<file path="config.mk">
export PLATFORM = sky130hd
export DESIGN_NAME = courtesy_light_sequencer
export DESIGN_NICKNAME = d
export VERILOG_FILES = /design/src/hw/courtesy_light_sequencer.v /design/src/hw/sec_tick.v /design/src/hw/out_route.v
export VERILOG_INCLUDE_DIRS = /design/src /design/src/hw
export SDC_FILE = /design/constraint.sdc
export NUM_CORES = 1
export LEC_CHECK = 0
export BUFFER_PORTS_ARGS = -buffer_cell sky130_fd_sc_hd__buf_2
export CORE_ASPECT_RATIO = 0.5
export CORE_UTILIZATION = 55
export CTS_BUF_LIST = sky130_fd_sc_hd__clkbuf_4 sky130_fd_sc_hd__clkbuf_8
export CTS_CLUSTER_DIAMETER = 200
export DETAILED_ROUTE_END_ITERATION = 12
export PLACE_DENSITY = 0.75
export SLEW_MARGIN = 20
export SYNTH_ARGS = -nofsm -noshare
export SYNTH_HDL_FRONTEND = slang
export SYNTH_SLANG_ARGS = --single-unit
</file>
<file path="constraint.sdc">
create_clock -name ref_clk -period 2.7 [get_ports ref_clk]
set_input_delay 0.405 -clock ref_clk [delete_from_list [all_inputs] [get_ports ref_clk]]
set_output_delay 0.405 -clock ref_clk [all_outputs]
set_load 0.02 [all_outputs]
</file>
<file path="src/hw/courtesy_light_defines.vh">
// Register map, fields, defaults and timing for the courtesy light block
// How it works
// - Disabled feature forces selected output inactive
// - Reset leaves the feature disabled
// - Light routed to exactly one output
// - Four profile encodings, one governs
// - Steady profile: activation turns light on
// - Steady profile: on while moving, pre-delay
// - Steady profile: hold time then off
// - Motion-only profile: on only while moving
// - Flashing profile: toggles moving and pre-delay
// - Steady prewarn: same states, no flashing
// - Hold phase after powered rest only
// - Hold time 4 s to 35999 s
`ifndef COURTESY_LIGHT_DEFINES_VH
`define COURTESY_LIGHT_DEFINES_VH
`define CL_ADDR_W        4
`define CL_CTRL_OFS      4'h0
`define CL_HOLD_OFS      4'h4
`define CL_STAT_OFS      4'h8
`define CL_EN_BIT        0
`define CL_OUT_LSB       4
`define CL_PROF_LSB      8
`define CL_OUT_DRY       2'h0
`define CL_OUT_SPARE     2'h1
`define CL_OUT_AUX       2'h2
`define CL_OUT_LED       2'h3
`define CL_PROF_STEADY   2'h0
`define CL_PROF_MOT      2'h1
`define CL_PROF_FLS      2'h2
`define CL_PROF_STP      2'h3
`define CL_HOLD_MIN      16'h0004
`define CL_HOLD_MAX      16'h8c9f
`define CL_HOLD_RST      16'h003c
`define CL_CLK_HZ        40000000
`define CL_TICK_CYC      40000000
`define CL_FLASH_HALF_S  1
`define CL_RESP_OKAY     2'h0
`define CL_RESP_SLVERR   2'h2
`endif

</file>
<file path="src/hw/courtesy_light_sequencer.v">
// Courtesy light sequencer with AXI4-Lite control registers
`timescale 1ns/1ps
`include "courtesy_light_defines.vh"
module courtesy_light_sequencer #(
   parameter TICK_CYCLES = `CL_TICK_CYC,
   parameter FLASH_HALF  = `CL_FLASH_HALF_S
) (
   input  wire        ref_clk,
   input  wire        rst_n,
   input  wire        activation_accepted,
   input  wire        pre_delay,
   input  wire        moving,
   input  wire        manual_move,
   input  wire        stationary,
   input  wire [3:0]  s_axi_awaddr,
   input  wire        s_axi_awvalid,
   output wire        s_axi_awready,
   input  wire [31:0] s_axi_wdata,
   input  wire [3:0]  s_axi_wstrb,
   input  wire        s_axi_wvalid,
   output wire        s_axi_wready,
   output reg  [1:0]  s_axi_bresp,
   output reg         s_axi_bvalid,
   input  wire        s_axi_bready,
   input  wire [3:0]  s_axi_araddr,
   input  wire        s_axi_arvalid,
   output wire        s_axi_arready,
   output reg  [31:0] s_axi_rdata,
   output reg  [1:0]  s_axi_rresp,
   output reg         s_axi_rvalid,
   input  wire        s_axi_rready,
   output wire        dry_contact_output,
   output wire        spare_open_drain_io_line_o,
   output wire        spare_open_drain_io_line_oe,
   output wire        aux_open_drain_o,
   output wire        aux_open_drain_oe,
   output wire        status_led_drive
);
   // Register map
   // CTRL at 0x0
   //    Bit 0: feature enable
   //    Bits 5:4: output select
   //       0 dry contact
   //       1 spare open-drain line
   //       2 aux open-drain line
   //       3 status LED drive
   //    Bits 9:8: profile select
   //       0 steady courtesy
   //       1 motion only
   //       2 flashing prewarn
   //       3 steady prewarn
   // HOLD at 0x4
   //    Bits 15:0: hold time in seconds
   //    Writes clamped into 4 to 35999
   //    Clamping chosen over refusal,
   //    so a stray write still leaves
   //    a usable hold time behind
   // STATUS at 0x8, read only
   //    Bits 3:0: sequencer state
   //    Bit 4: light level before routing
   //    Bits 31:16: seconds of hold left
   // Other offsets answer with SLVERR
   //
   // Bus timing
   // Ready signals are combinational
   // Address and data taken in any order
   // Response one cycle after the later
   // Channel refused once taken, until
   // its response has been accepted
   // Read data one cycle after address
   // Read address refused while rvalid
   //
   // Sequencer behaviour
   // Idle: nothing pending, light dark
   //    for the steady courtesy profile
   // Run: activation, pre-delay or
   //    powered motion in progress
   // Hold: barrier at rest after powered
   //    motion, countdown in seconds
   // Manual: barrier pushed by hand,
   //    no hold afterwards
   //
   // Latency
   // Barrier inputs to state: one cycle
   // State to pins: one more cycle
   // Direct input profiles: one cycle
   // Pins are registered so a change of
   //    selector never glitches a relay
   //
   // Hazards
   // Tick restarts on entering hold, so
   //    the first second is a whole one
   // Renewed motion during hold returns
   //    to run and reloads the count
   // Hold value written during hold is
   //    used from the next hold onward
   // Disabling the feature darkens the
   //    pins within two cycles
   // Flashing runs free from the start
   //    of each burst, always lit first
   // Flash rate is a fixed parameter,
   //    not reachable from software
   //
   // Limitations
   // Only the low two strobe lanes of
   //    each register are honoured
   // Open-drain data pins stay low; the
   //    enable alone switches the load
   // Manual motion with powered motion
   //    counts as manual
   // Inputs assumed already synchronous
   //    to the system clock
   //
   // Sequencer states, one-hot
   localparam [3:0] ST_IDLE = 4'b0001;
   localparam [3:0] ST_RUN  = 4'b0010;
   localparam [3:0] ST_HOLD = 4'b0100;
   localparam [3:0] ST_MAN  = 4'b1000;

   // Control registers
   reg        enable_q;
   reg [1:0]  out_sel_q;
   reg [1:0]  profile_q;
   reg [15:0] hold_q;

   // Sequencer state
   reg [3:0]  state_q;
   reg [3:0]  state_d;
   reg [15:0] hold_cnt_q;
   reg        light;
   wire       tick;
   wire       hold_clear;

   // Open-drain pins only ever pull low
   assign spare_open_drain_io_line_o = 1'b0;
   assign aux_open_drain_o           = 1'b0;

   // AXI write side: both channels held until the response is taken
   reg  aw_seen_q;
   reg  w_seen_q;
   reg  [3:0]  aw_addr_q;
   reg  [31:0] w_data_q;
   reg  [3:0]  w_strb_q;
   wire aw_fire = s_axi_awvalid & s_axi_awready;
   wire w_fire  = s_axi_wvalid & s_axi_wready;
   wire have_aw = aw_seen_q | aw_fire;
   wire have_w  = w_seen_q | w_fire;
   wire do_wr   = have_aw & have_w & ~s_axi_bvalid;
   wire [3:0]  wa = aw_seen_q ? aw_addr_q : s_axi_awaddr;
   wire [31:0] wd = w_seen_q ? w_data_q : s_axi_wdata;
   wire [3:0]  ws = w_seen_q ? w_strb_q : s_axi_wstrb;

   assign s_axi_awready = ~aw_seen_q & ~s_axi_bvalid;
   assign s_axi_wready  = ~w_seen_q & ~s_axi_bvalid;
   assign s_axi_arready = ~s_axi_rvalid;

   // Clamp hold writes into the legal range rather than refuse them
   wire [15:0] hold_wr = {ws[1] ? wd[15:8] : hold_q[15:8],
                          ws[0] ? wd[7:0]  : hold_q[7:0]};
   wire [15:0] hold_clamped =
      (hold_wr < `CL_HOLD_MIN) ? `CL_HOLD_MIN :
      (hold_wr > `CL_HOLD_MAX) ? `CL_HOLD_MAX : hold_wr;

   // Write address/data capture and register update
   always @(posedge ref_clk or negedge rst_n) begin
      if (!rst_n) begin
         aw_seen_q    <= 1'b0;
         w_seen_q     <= 1'b0;
         aw_addr_q    <= 4'h0;
         w_data_q     <= 32'h0;
         w_strb_q     <= 4'h0;
         s_axi_bvalid <= 1'b0;
         s_axi_bresp  <= `CL_RESP_OKAY;
         enable_q     <= 1'b0;
         out_sel_q    <= `CL_OUT_DRY;
         profile_q    <= `CL_PROF_STEADY;
         hold_q       <= `CL_HOLD_RST;
      end else begin
         if (aw_fire && !have_w) begin
            aw_seen_q <= 1'b1;
            aw_addr_q <= s_axi_awaddr;
         end
         if (w_fire && !have_aw) begin
            w_seen_q <= 1'b1;
            w_data_q <= s_axi_wdata;
            w_strb_q <= s_axi_wstrb;
         end
         if (do_wr) begin
            aw_seen_q    <= 1'b0;
            w_seen_q     <= 1'b0;
            s_axi_bvalid <= 1'b1;
            s_axi_bresp  <= `CL_RESP_OKAY;
            if (wa == `CL_CTRL_OFS) begin
               if (ws[0])
                  enable_q <= wd[`CL_EN_BIT];
               if (ws[0])
                  out_sel_q <= wd[`CL_OUT_LSB+1:`CL_OUT_LSB];
               if (ws[1])
                  profile_q <= wd[`CL_PROF_LSB+1:`CL_PROF_LSB];
            end else if (wa == `CL_HOLD_OFS) begin
               hold_q <= hold_clamped;
            end else if (wa == `CL_STAT_OFS) begin
               s_axi_bresp <= `CL_RESP_OKAY; // Read-only, write ignored
            end else begin
               s_axi_bresp <= `CL_RESP_SLVERR;
            end
         end else if (s_axi_bvalid && s_axi_bready) begin
            s_axi_bvalid <= 1'b0;
         end
      end
   end

   // Read side: one cycle from address to data
   always @(posedge ref_clk or negedge rst_n) begin
      if (!rst_n) begin
         s_axi_rvalid <= 1'b0;
         s_axi_rdata  <= 32'h0;
         s_axi_rresp  <= `CL_RESP_OKAY;
      end else if (s_axi_arvalid && s_axi_arready) begin
         s_axi_rvalid <= 1'b1;
         s_axi_rresp  <= `CL_RESP_OKAY;
         if (s_axi_araddr == `CL_CTRL_OFS) begin
            s_axi_rdata <= {22'h0, profile_q, 2'h0, out_sel_q,
                            3'h0, enable_q};
         end else if (s_axi_araddr == `CL_HOLD_OFS) begin
            s_axi_rdata <= {16'h0, hold_q};
         end else if (s_axi_araddr == `CL_STAT_OFS) begin
            s_axi_rdata <= {hold_cnt_q, 11'h0, light, state_q};
         end else begin
            s_axi_rdata <= 32'h0;
            s_axi_rresp <= `CL_RESP_SLVERR;
         end
      end else if (s_axi_rvalid && s_axi_rready) begin
         s_axi_rvalid <= 1'b0;
      end
   end

   // Tick held clear outside hold and restarts on entering it, so hold is whole seconds
   assign hold_clear = (state_q != ST_HOLD);

   sec_tick #(
      .CYCLES (TICK_CYCLES)
   ) u_tick (
      .ref_clk (ref_clk),
      .rst_n   (rst_n),
      .clear   (hold_clear),
      .tick    (tick)
   );

   // Next state: powered motion ends in hold, manual motion does not
   wire busy = moving | pre_delay | activation_accepted;
   always @* begin
      state_d = state_q;
      case (state_q)
         ST_IDLE: begin
            if (manual_move)
               state_d = ST_MAN;
            else if (busy)
               state_d = ST_RUN;
         end
         ST_RUN: begin
            if (manual_move)
               state_d = ST_MAN;
            else if (!busy && stationary)
               state_d = ST_HOLD;
         end
         ST_HOLD: begin
            if (busy)
               state_d = ST_RUN;
            else if (manual_move)
               state_d = ST_MAN;
            else if (tick && hold_cnt_q <= 16'h1)
               state_d = ST_IDLE;
         end
         ST_MAN: begin
            if (busy && !manual_move)
               state_d = ST_RUN;
            else if (!manual_move && stationary)
               state_d = ST_IDLE;
         end
         default: state_d = ST_IDLE;
      endcase
   end

   // State register and hold countdown in seconds
   always @(posedge ref_clk or negedge rst_n) begin
      if (!rst_n) begin
         state_q    <= ST_IDLE;
         hold_cnt_q <= 16'h0;
      end else begin
         state_q <= state_d;
         if (state_q != ST_HOLD)
            hold_cnt_q <= hold_q;
         else if (tick && hold_cnt_q != 16'h0)
            hold_cnt_q <= hold_cnt_q - 16'h1;
      end
   end

   // Half-period divider for flashing, about 50 % duty
   reg [31:0] fdiv_q;
   reg        fph_q;
   always @(posedge ref_clk or negedge rst_n) begin
      if (!rst_n) begin
         fdiv_q <= 32'h0;
         fph_q  <= 1'b1;
      end else if (!(moving | pre_delay)) begin
         fdiv_q <= 32'h0;
         fph_q  <= 1'b1;
      end else if (fdiv_q == FLASH_HALF * TICK_CYCLES / 2 - 1) begin
         fdiv_q <= 32'h0;
         fph_q  <= ~fph_q;
      end else begin
         fdiv_q <= fdiv_q + 32'h1;
      end
   end

   // Profile decode; enable gates everything
   always @* begin
      light = 1'b0;
      case (profile_q)
         `CL_PROF_STEADY:
            light = (state_q == ST_RUN) || (state_q == ST_HOLD) ||
                    activation_accepted;
         `CL_PROF_MOT:
            light = moving & ~manual_move;
         `CL_PROF_FLS:
            light = (moving | pre_delay) & fph_q;
         `CL_PROF_STP:
            light = moving | pre_delay;
         default: light = 1'b0;
      endcase
      if (!enable_q)
         light = 1'b0;
   end

   out_route u_route (
      .ref_clk                     (ref_clk),
      .rst_n                       (rst_n),
      .light                       (light),
      .sel                         (out_sel_q),
      .dry_contact_output          (dry_contact_output),
      .spare_open_drain_io_line_oe (spare_open_drain_io_line_oe),
      .aux_open_drain_oe           (aux_open_drain_oe),
      .status_led_drive            (status_led_drive)
   );
endmodule

</file>
<file path="src/hw/sec_tick.v">
// One-second tick generator from the system clock
`timescale 1ns/1ps
`include "courtesy_light_defines.vh"
module sec_tick #(
   parameter CYCLES = `CL_TICK_CYC
) (
   input  wire ref_clk,
   input  wire rst_n,
   input  wire clear,
   output reg  tick
);
   reg [31:0] cnt_q;
   // Free running divider, restartable so hold counts whole seconds
   always @(posedge ref_clk or negedge rst_n) begin
      if (!rst_n) begin
         cnt_q <= 32'h0;
         tick  <= 1'b0;
      end else if (clear) begin
         cnt_q <= 32'h0;
         tick  <= 1'b0;
      end else if (cnt_q == CYCLES - 1) begin
         cnt_q <= 32'h0;
         tick  <= 1'b1;
      end else begin
         cnt_q <= cnt_q + 32'h1;
         tick  <= 1'b0;
      end
   end
endmodule

</file>
<file path="src/hw/out_route.v">
// Routes the light level to one of four physical outputs
`timescale 1ns/1ps
`include "courtesy_light_defines.vh"
module out_route (
   input  wire       ref_clk,
   input  wire       rst_n,
   input  wire       light,
   input  wire [1:0] sel,
   output reg        dry_contact_output,
   output reg        spare_open_drain_io_line_oe,
   output reg        aux_open_drain_oe,
   output reg        status_led_drive
);
   // Registered so pins never glitch while the selector changes
   always @(posedge ref_clk or negedge rst_n) begin
      if (!rst_n) begin
         dry_contact_output          <= 1'b0;
         spare_open_drain_io_line_oe <= 1'b0;
         aux_open_drain_oe           <= 1'b0;
         status_led_drive            <= 1'b0;
      end else begin
         dry_contact_output          <= light & (sel == `CL_OUT_DRY);
         spare_open_drain_io_line_oe <= light & (sel == `CL_OUT_SPARE);
         aux_open_drain_oe           <= light & (sel == `CL_OUT_AUX);
         status_led_drive            <= light & (sel == `CL_OUT_LED);
      end
   end
endmodule

</file>
# After elaboration in Yosys (flattened, before gate mapping)
# Cells that the tools add are included.
# totals
n_memories	0
word_cells	151
ramBits	0
reg_bits	173
latch_bits	0
output_inout_bits	47
mem_bits_ro	0
input_bits	56
# op_classes
n_bitwise	23
magnitude_cmp	3
n_reduce_logical	30
mul	0
shifts	0
muxes	46
div_mod_pow	0
n_addsub	3
n_eq_ne	22
# op_table
operator	count
32-bit two-way mux	7
16-bit two-way mux	5
32-bit by 1-bit adder with 32-bit output, second input constant	2
4-bit two-way mux	10
32-bit by 25-bit equality test with 1-bit output, second input constant	1
32-bit by 26-bit equality test with 1-bit output, second input constant	1
16-bit greater-than comparator, second input constant	1
16-bit by 1-bit <= comparator with 1-bit output, second input constant	1
16-bit by 3-bit < comparator with 1-bit output, second input constant	1
8-bit two-way mux	2
4-bit one-hot mux with 4 select lines	1
16-bit nonzero test	1
16-bit by 1-bit subtractor with 16-bit output, second input constant	1
2-bit two-way mux	7
1-bit two-way mux	13
1-bit bitwise AND	12
4-bit by 3-bit equality test with 1-bit output, second input constant	3
4-bit equality test, second input constant	3
1-bit logical AND	10
2-bit nonzero test	5
3-bit != test, second input constant	3
3-bit AND reduction	3
2-bit equality test, second input constant	4
4-bit zero test	2
other kinds (13)	28

# Longest topological paths before layout
# logic_depth
ltp_word	8
depth_mapped	9
mapped_depth_nobuf	7

# By module
# From an unflattened synthesis, not the netlist that was laid out.
# unflattened
cells_unflattened	868
area_unflattened_um2	8600.7
# by_module_without_submodules
mod	area_each_um2	seq_area_each_um2	cells_each	n_inst
courtesy_light_sequencer	6660.1	3360.7	673	1
sec_tick	1803.0	825.8	187	1
out_route	137.6	100.1	8	1

# Least setup slack after synthesis
# Ideal clock, no wire load.
# synth_timing
kind	register -> register
from	register w_seen_q
to	register w_data_q[10]
setup_ns	0.125
t_arrival_ns	2.101
n_path_buf	4
required_ns	2.575
stages_incl_launch_ff	8
slack_ns	0.474
period_less_slack_ns	2.226
cell_sequence	dfrtp_1 buf_2 clkbuf_1 buf_2 nor2_1 nand3_1 buf_2 mux2_2
# synth_via
elab_chain_cells	4
# synth_rtl
element	line	source
start: declaration	courtesy_light_sequencer.v:140	reg w_seen_q;
start signal: assignment	courtesy_light_sequencer.v:168	w_seen_q <= 1'b0;
start signal: assignment	courtesy_light_sequencer.v:184	w_seen_q <= 1'b1;
start signal: assignment	courtesy_light_sequencer.v:190	w_seen_q <= 1'b0;
1-bit inverter	courtesy_light_sequencer.v:154	assign s_axi_wready = ~w_seen_q & ~s_axi_bvalid;
1-bit bitwise AND	courtesy_light_sequencer.v:154	
via s_axi_wready	courtesy_light_sequencer.v:21	output wire s_axi_wready,
1-bit bitwise AND	courtesy_light_sequencer.v:145	wire w_fire = s_axi_wvalid & s_axi_wready;
1-bit logical AND	courtesy_light_sequencer.v:183	if (w_fire && !have_aw) begin
end signal: assignment	courtesy_light_sequencer.v:185	w_data_q <= s_axi_wdata;
end: declaration	courtesy_light_sequencer.v:142	reg [31:0] w_data_q;
# The timed path passes the listed nets, and every way through them passes these cells.
# A chain may end at the register's enable or synchronous reset.

# Final worst setup path
# layout_timing
from	register w_seen_q
to	register hold_q[5]
# layout_via
elab_chain_cells	7
elab_cells_between_ends	15
cone_classes	2 x order compare; 6 x mux; 6 x bitwise; 1 x reduce/logical
# layout_rtl
element	line	source
branches (longest 7 deep; another with 16-bit greater-than comparator)	n/a	
end signal: assignment	courtesy_light_sequencer.v:177	hold_q <= `CL_HOLD_RST;
end signal: assignment	courtesy_light_sequencer.v:201	hold_q <= hold_clamped;
end: declaration	courtesy_light_sequencer.v:124	reg [15:0] hold_q;
# Several ways; the timed one is not identified.

==> run summary <==
========================================================================================
Biggest area consumer among synthesized cells                               sky130_fd_sc_hd__dfrtp_1
Hold Path Depth                                                                        2
Instance count of the mapped netlist                                                 821
Via count of the first global-routing pass                                          5731
Tightest Hold Check Type                                                       in -> reg
Wire per inst                                                                    16.6 um
Die X-Extent                                                                      175 um
DP Worst Slack                                                                  0.158 ns
Slew Viols, Final                                                                      0
Share of async-settable or async-resettable flops after synthesis                   100%
Overall die area                                                               15500 um2
Pwr Total                                                                        7.29 mW
Register area share after synthesis                                                52.1%
Clock share of power                                                               22.6%
Switching share of total power                                                     35.6%
Yosys synthesis warning count                                                          0
Final hold violations                                                                  0
Highest-count cells in the layout ignoring fill and taps                    165 x sky130_fd_sc_hd__dfrtp_1, 105 x sky130_fd_sc_hd__nor2_1, 84 x sky130_fd_sc_hd__nand2_1
Total placed cells including tap cells                                              1082
FF+latch count, synth                                                                171
Area of the mapped netlist                                                      8220 um2
Post-synth EDFFs                                                                       0
Initial antenna violation count                                                        0
Per-cell via count in the routed design                                             5.68
Clock tree buffer depth                                                                2
Status                                                                      finished, final reports clean
Setup-violating endpoint count in the final report                                     0
TritonCTS Buffers                                                                     17
Switch Pwr                                                                       2.60 mW
Clk slew on worst S/H paths                                                      0.10 ns
Logic pwr share                                                                    26.5%
Worst ir drop on vdd                                                          0.000378 V
Master cell of the clock root buffer                                        sky130_fd_sc_hd__clkbuf_8
Ratio of cells with drive above 1 in the final layout                              20.4%
Destination of the worst hold path                                          s_axi_bvalid$_DFFE_PN0P_
Final HPWL DP                                                                   13400 um
Violation count after the first detailed-route iteration                             462
Slew of the pin with the lowest slew margin                                     0.982 ns
Initial cell density of the core                                                   56.5%
Slew headroom                                                                      34.3%
Shortest clock period the worst path allows after layout                         2.47 ns
TritonCTS clock tree                                                                done
Class of the most critical setup path                                         reg -> reg
I/O pins                                                                             103
Data arrival time of the worst path                                              2.84 ns
Deepest level of the CTS H-tree                                                        4
Total iterations of the first detailed-routing run                                     5
Setup repair after global routing missed its margin                                false
Highest clock frequency the design can meet                                    0.405 GHz
Leakage power figure                                                             4.19 nW
Most frequent standard cell in the layout excluding fill and tap cells      sky130_fd_sc_hd__dfrtp_1
Max-cap violations                                                                     0
Power Density                                                                 789 nW/um2
Area share of the largest cell type after synthesis                                50.2%
Port-buffer cells                                                                     80
Clock Sink Count                                                                     171
Post-Synthesis Mean Instance Area                                               10.0 um2
Post-CTS Setup Inserts                                                                 0
Setup Skew                                                                     0.0173 ns
Worst Setup Start Kind                                                              flop
Global placement routability congestion                                            0.872
Total vias in the final route                                                       6331
Wire length after detailed routing                                              18500 um
Kind of capture point of the worst setup path                                       flop
Residual antenna-violating net count after detailed routing                            0
Internal power                                                                   4.69 mW
Cells taking the most area after synthesis                                  sky130_fd_sc_hd__dfrtp_1 50%, sky130_fd_sc_hd__nor2_1 4.8%, sky130_fd_sc_hd__xnor2_1 4.3%, sky130_fd_sc_hd__mux2_2 4.0%, sky130_fd_sc_hd__xor2_1 3.9%
Relative contribution of sequential cells to total power                           51.0%
Placeable core area                                                            14500 um2
Core Rows                                                                             31
Total number of nets in the final design                                             964
Aggregate negative setup slack                                                      0 ns
Crit Reg-Reg Startpoint                                                     w_seen_q$_DFFE_PN0P_
R2R Setup Slk                                                                    0.23 ns
Required time of the critical path                                               3.07 ns
Remaining routing DRC violations                                                       0
Overall die height                                                               88.5 um
Worst Setup Slack, final                                                        0.232 ns
Crit-path max FO                                                                      12
Antenna diode count                                                                    0
Post-Layout Cell Count                                                              1115
Area Growth Syn to Fin                                                             12.3%
Worst Hold Launch                                                           s_axi_bready
Main synth FF type                                                          sky130_fd_sc_hd__dfrtp_1
Total gr overflow                                                                      0
Cell count of the worst reg-to-reg path                                                8
Clk Latency, worst-skew pair                                                     0.46 ns
GR Util All Layers                                                                 24.9%
End of the worst register-to-register path                                  hold_q[5]$_DFFE_PN1P_
Portion of the clock cycle consumed by the worst path in the final layout          91.4%
Post-synthesis cell type count                                                        57
Pin count of the biggest net entering global routing                                  66
Wire length of the first global-routing pass                                    29800 um
========================================================================================
-- sequential cells by signal, indices dropped and copies added, names as in the netlist, 2 cells and up --
signal / cells
fdiv_q: 32
s_axi_rdata: 32
out_sel_q: 2
u_tick.cnt_q: 32
profile_q: 2
state_q: 4
aw_addr_q: 4
w_data_q: 16
w_strb_q: 2
hold_q: 16
hold_cnt_q: 16
-- power groups by stage --
stage | clock [mW] | sequential (mW) | combinational, mW
6_report | 1.64 | 3.71 | 1.93
3_5_place_dp | 0 | 3.74 | 1.91
5_1_grt | 1.78 | 3.78 | 2.16
3_3_place_gp | 0 | 3.71 | 1.86
4_1_cts | 1.67 | 3.69 | 1.93
2_1_floorplan | 0 | 3.60 | 1.36
-- routing by layer --
layer | GRT usage [%] | vias to the layer above | wire length (um)
met2 | 35.7 | 144 | 8130
met3 | 5.54 | 14 | 870
li1 | - | 3041 | -
met5 | 0 | - | 0
met1 | 38.3 | 3132 | 9320
met4 | 5.61 | 0 | 142
-- Yosys cell counts (all sizes together), types with 4 or more instances --
master,count
dfrtp,165
nor2,110
nand2,84
nand3,43
xnor2,40
o21ai,37
xor2,37
and3,30
mux2,29
clkbuf,26
nor3,22
inv,19
a22o,16
a221oi,14
nor4,14
buf,13
nand4,13
a21oi,10
nor2b,9
or4,8
a22oi,7
dfstp,6
mux2i,6
nand2b,6
and4,5
or2,5
ha,4
nand3b,4
o22a,4
o22ai,4
-- repair_timing --
| item | CTS | global route |
|---|---|---|
| hold endpoints to repair | 59 | 0 |
| resized for setup | 0 | 1 |
| hold buffers | 1 | 0 |
| endpoints found under the setup margin | 0 | 8 |
-- layout make-up --
class / instances / area [um2]
Inverter: 19 / 71.3
Clock buffer: 19 / 255
Timing Repair Buffer: 100 / 572
Tap cell: 198 / 248
Clock inverter: 13 / 96.3
Multi-Input combinational cell: 595 / 3710
Sequential cell: 171 / 4290
Fill cell: 1192 / 5310
-- logic make-up after synthesis --
family                   Yosys count  share of synthesized area, %
AND/OR/NAND/NOR                  362                          21.6
flip-flops                       171                          52.1
AO/OA/AOI/OAI                    113                          9.66
XOR/XNOR                          77                          8.20
buffers and inverters             58                          3.03
multiplexers                      35                          4.70
adder cells (fa/ha/maj)            4                         0.609
other                              1                        0.0456
-- critical path, stage by stage (launching register included) --
cell,delay (ns)
sky130_fd_sc_hd__dfrtp_1,0.49
sky130_fd_sc_hd__buf_4,0.23
sky130_fd_sc_hd__and3_1,0.15
sky130_fd_sc_hd__a221oi_1,0.35
sky130_fd_sc_hd__a21oi_1,0.11
sky130_fd_sc_hd__o21ai_0,0.27
sky130_fd_sc_hd__nand3_1,0.33
sky130_fd_sc_hd__buf_4,0.26
sky130_fd_sc_hd__o21ai_0,0.19
-- per-stage QoR --
step           hold slack, ns  util [%]  instance area [um2]
2_1_floorplan           0.109         -                 8230
3_3_place_gp            0.440      61.0                 8870
3_5_place_dp            0.436      61.0                 8870
4_1_cts                0.0989      63.5                 9230
5_1_grt                 0.109      63.5                 9240
6_report                0.116      63.5                 9240
-- worst max-delay path by stage --
| stage | startpoint | end | slack, ns | depth (start not counted) |
|---|---|---|---|---|
| 5_1_grt | w_seen_q$_DFFE_PN0P_ | hold_q[5]$_DFFE_PN1P_ | 0.007 | 7 |
| 2_1_floorplan | w_seen_q$_DFFE_PN0P_ | w_data_q[10]$_DFFE_PN0P_ | 0.47 | 7 |
| 6_report | w_seen_q$_DFFE_PN0P_ | hold_q[5]$_DFFE_PN1P_ | 0.23 | 8 |
| 3_5_place_dp | w_seen_q$_DFFE_PN0P_ | hold_q[8]$_DFFE_PN0P_ | 0.16 | 7 |
| 4_1_cts | w_seen_q$_DFFE_PN0P_ | hold_q[8]$_DFFE_PN0P_ | 0.15 | 7 |
| 3_3_place_gp | w_seen_q$_DFFE_PN0P_ | hold_q[8]$_DFFE_PN0P_ | 0.24 | 7 |
(Power assumes the default switching activity.)
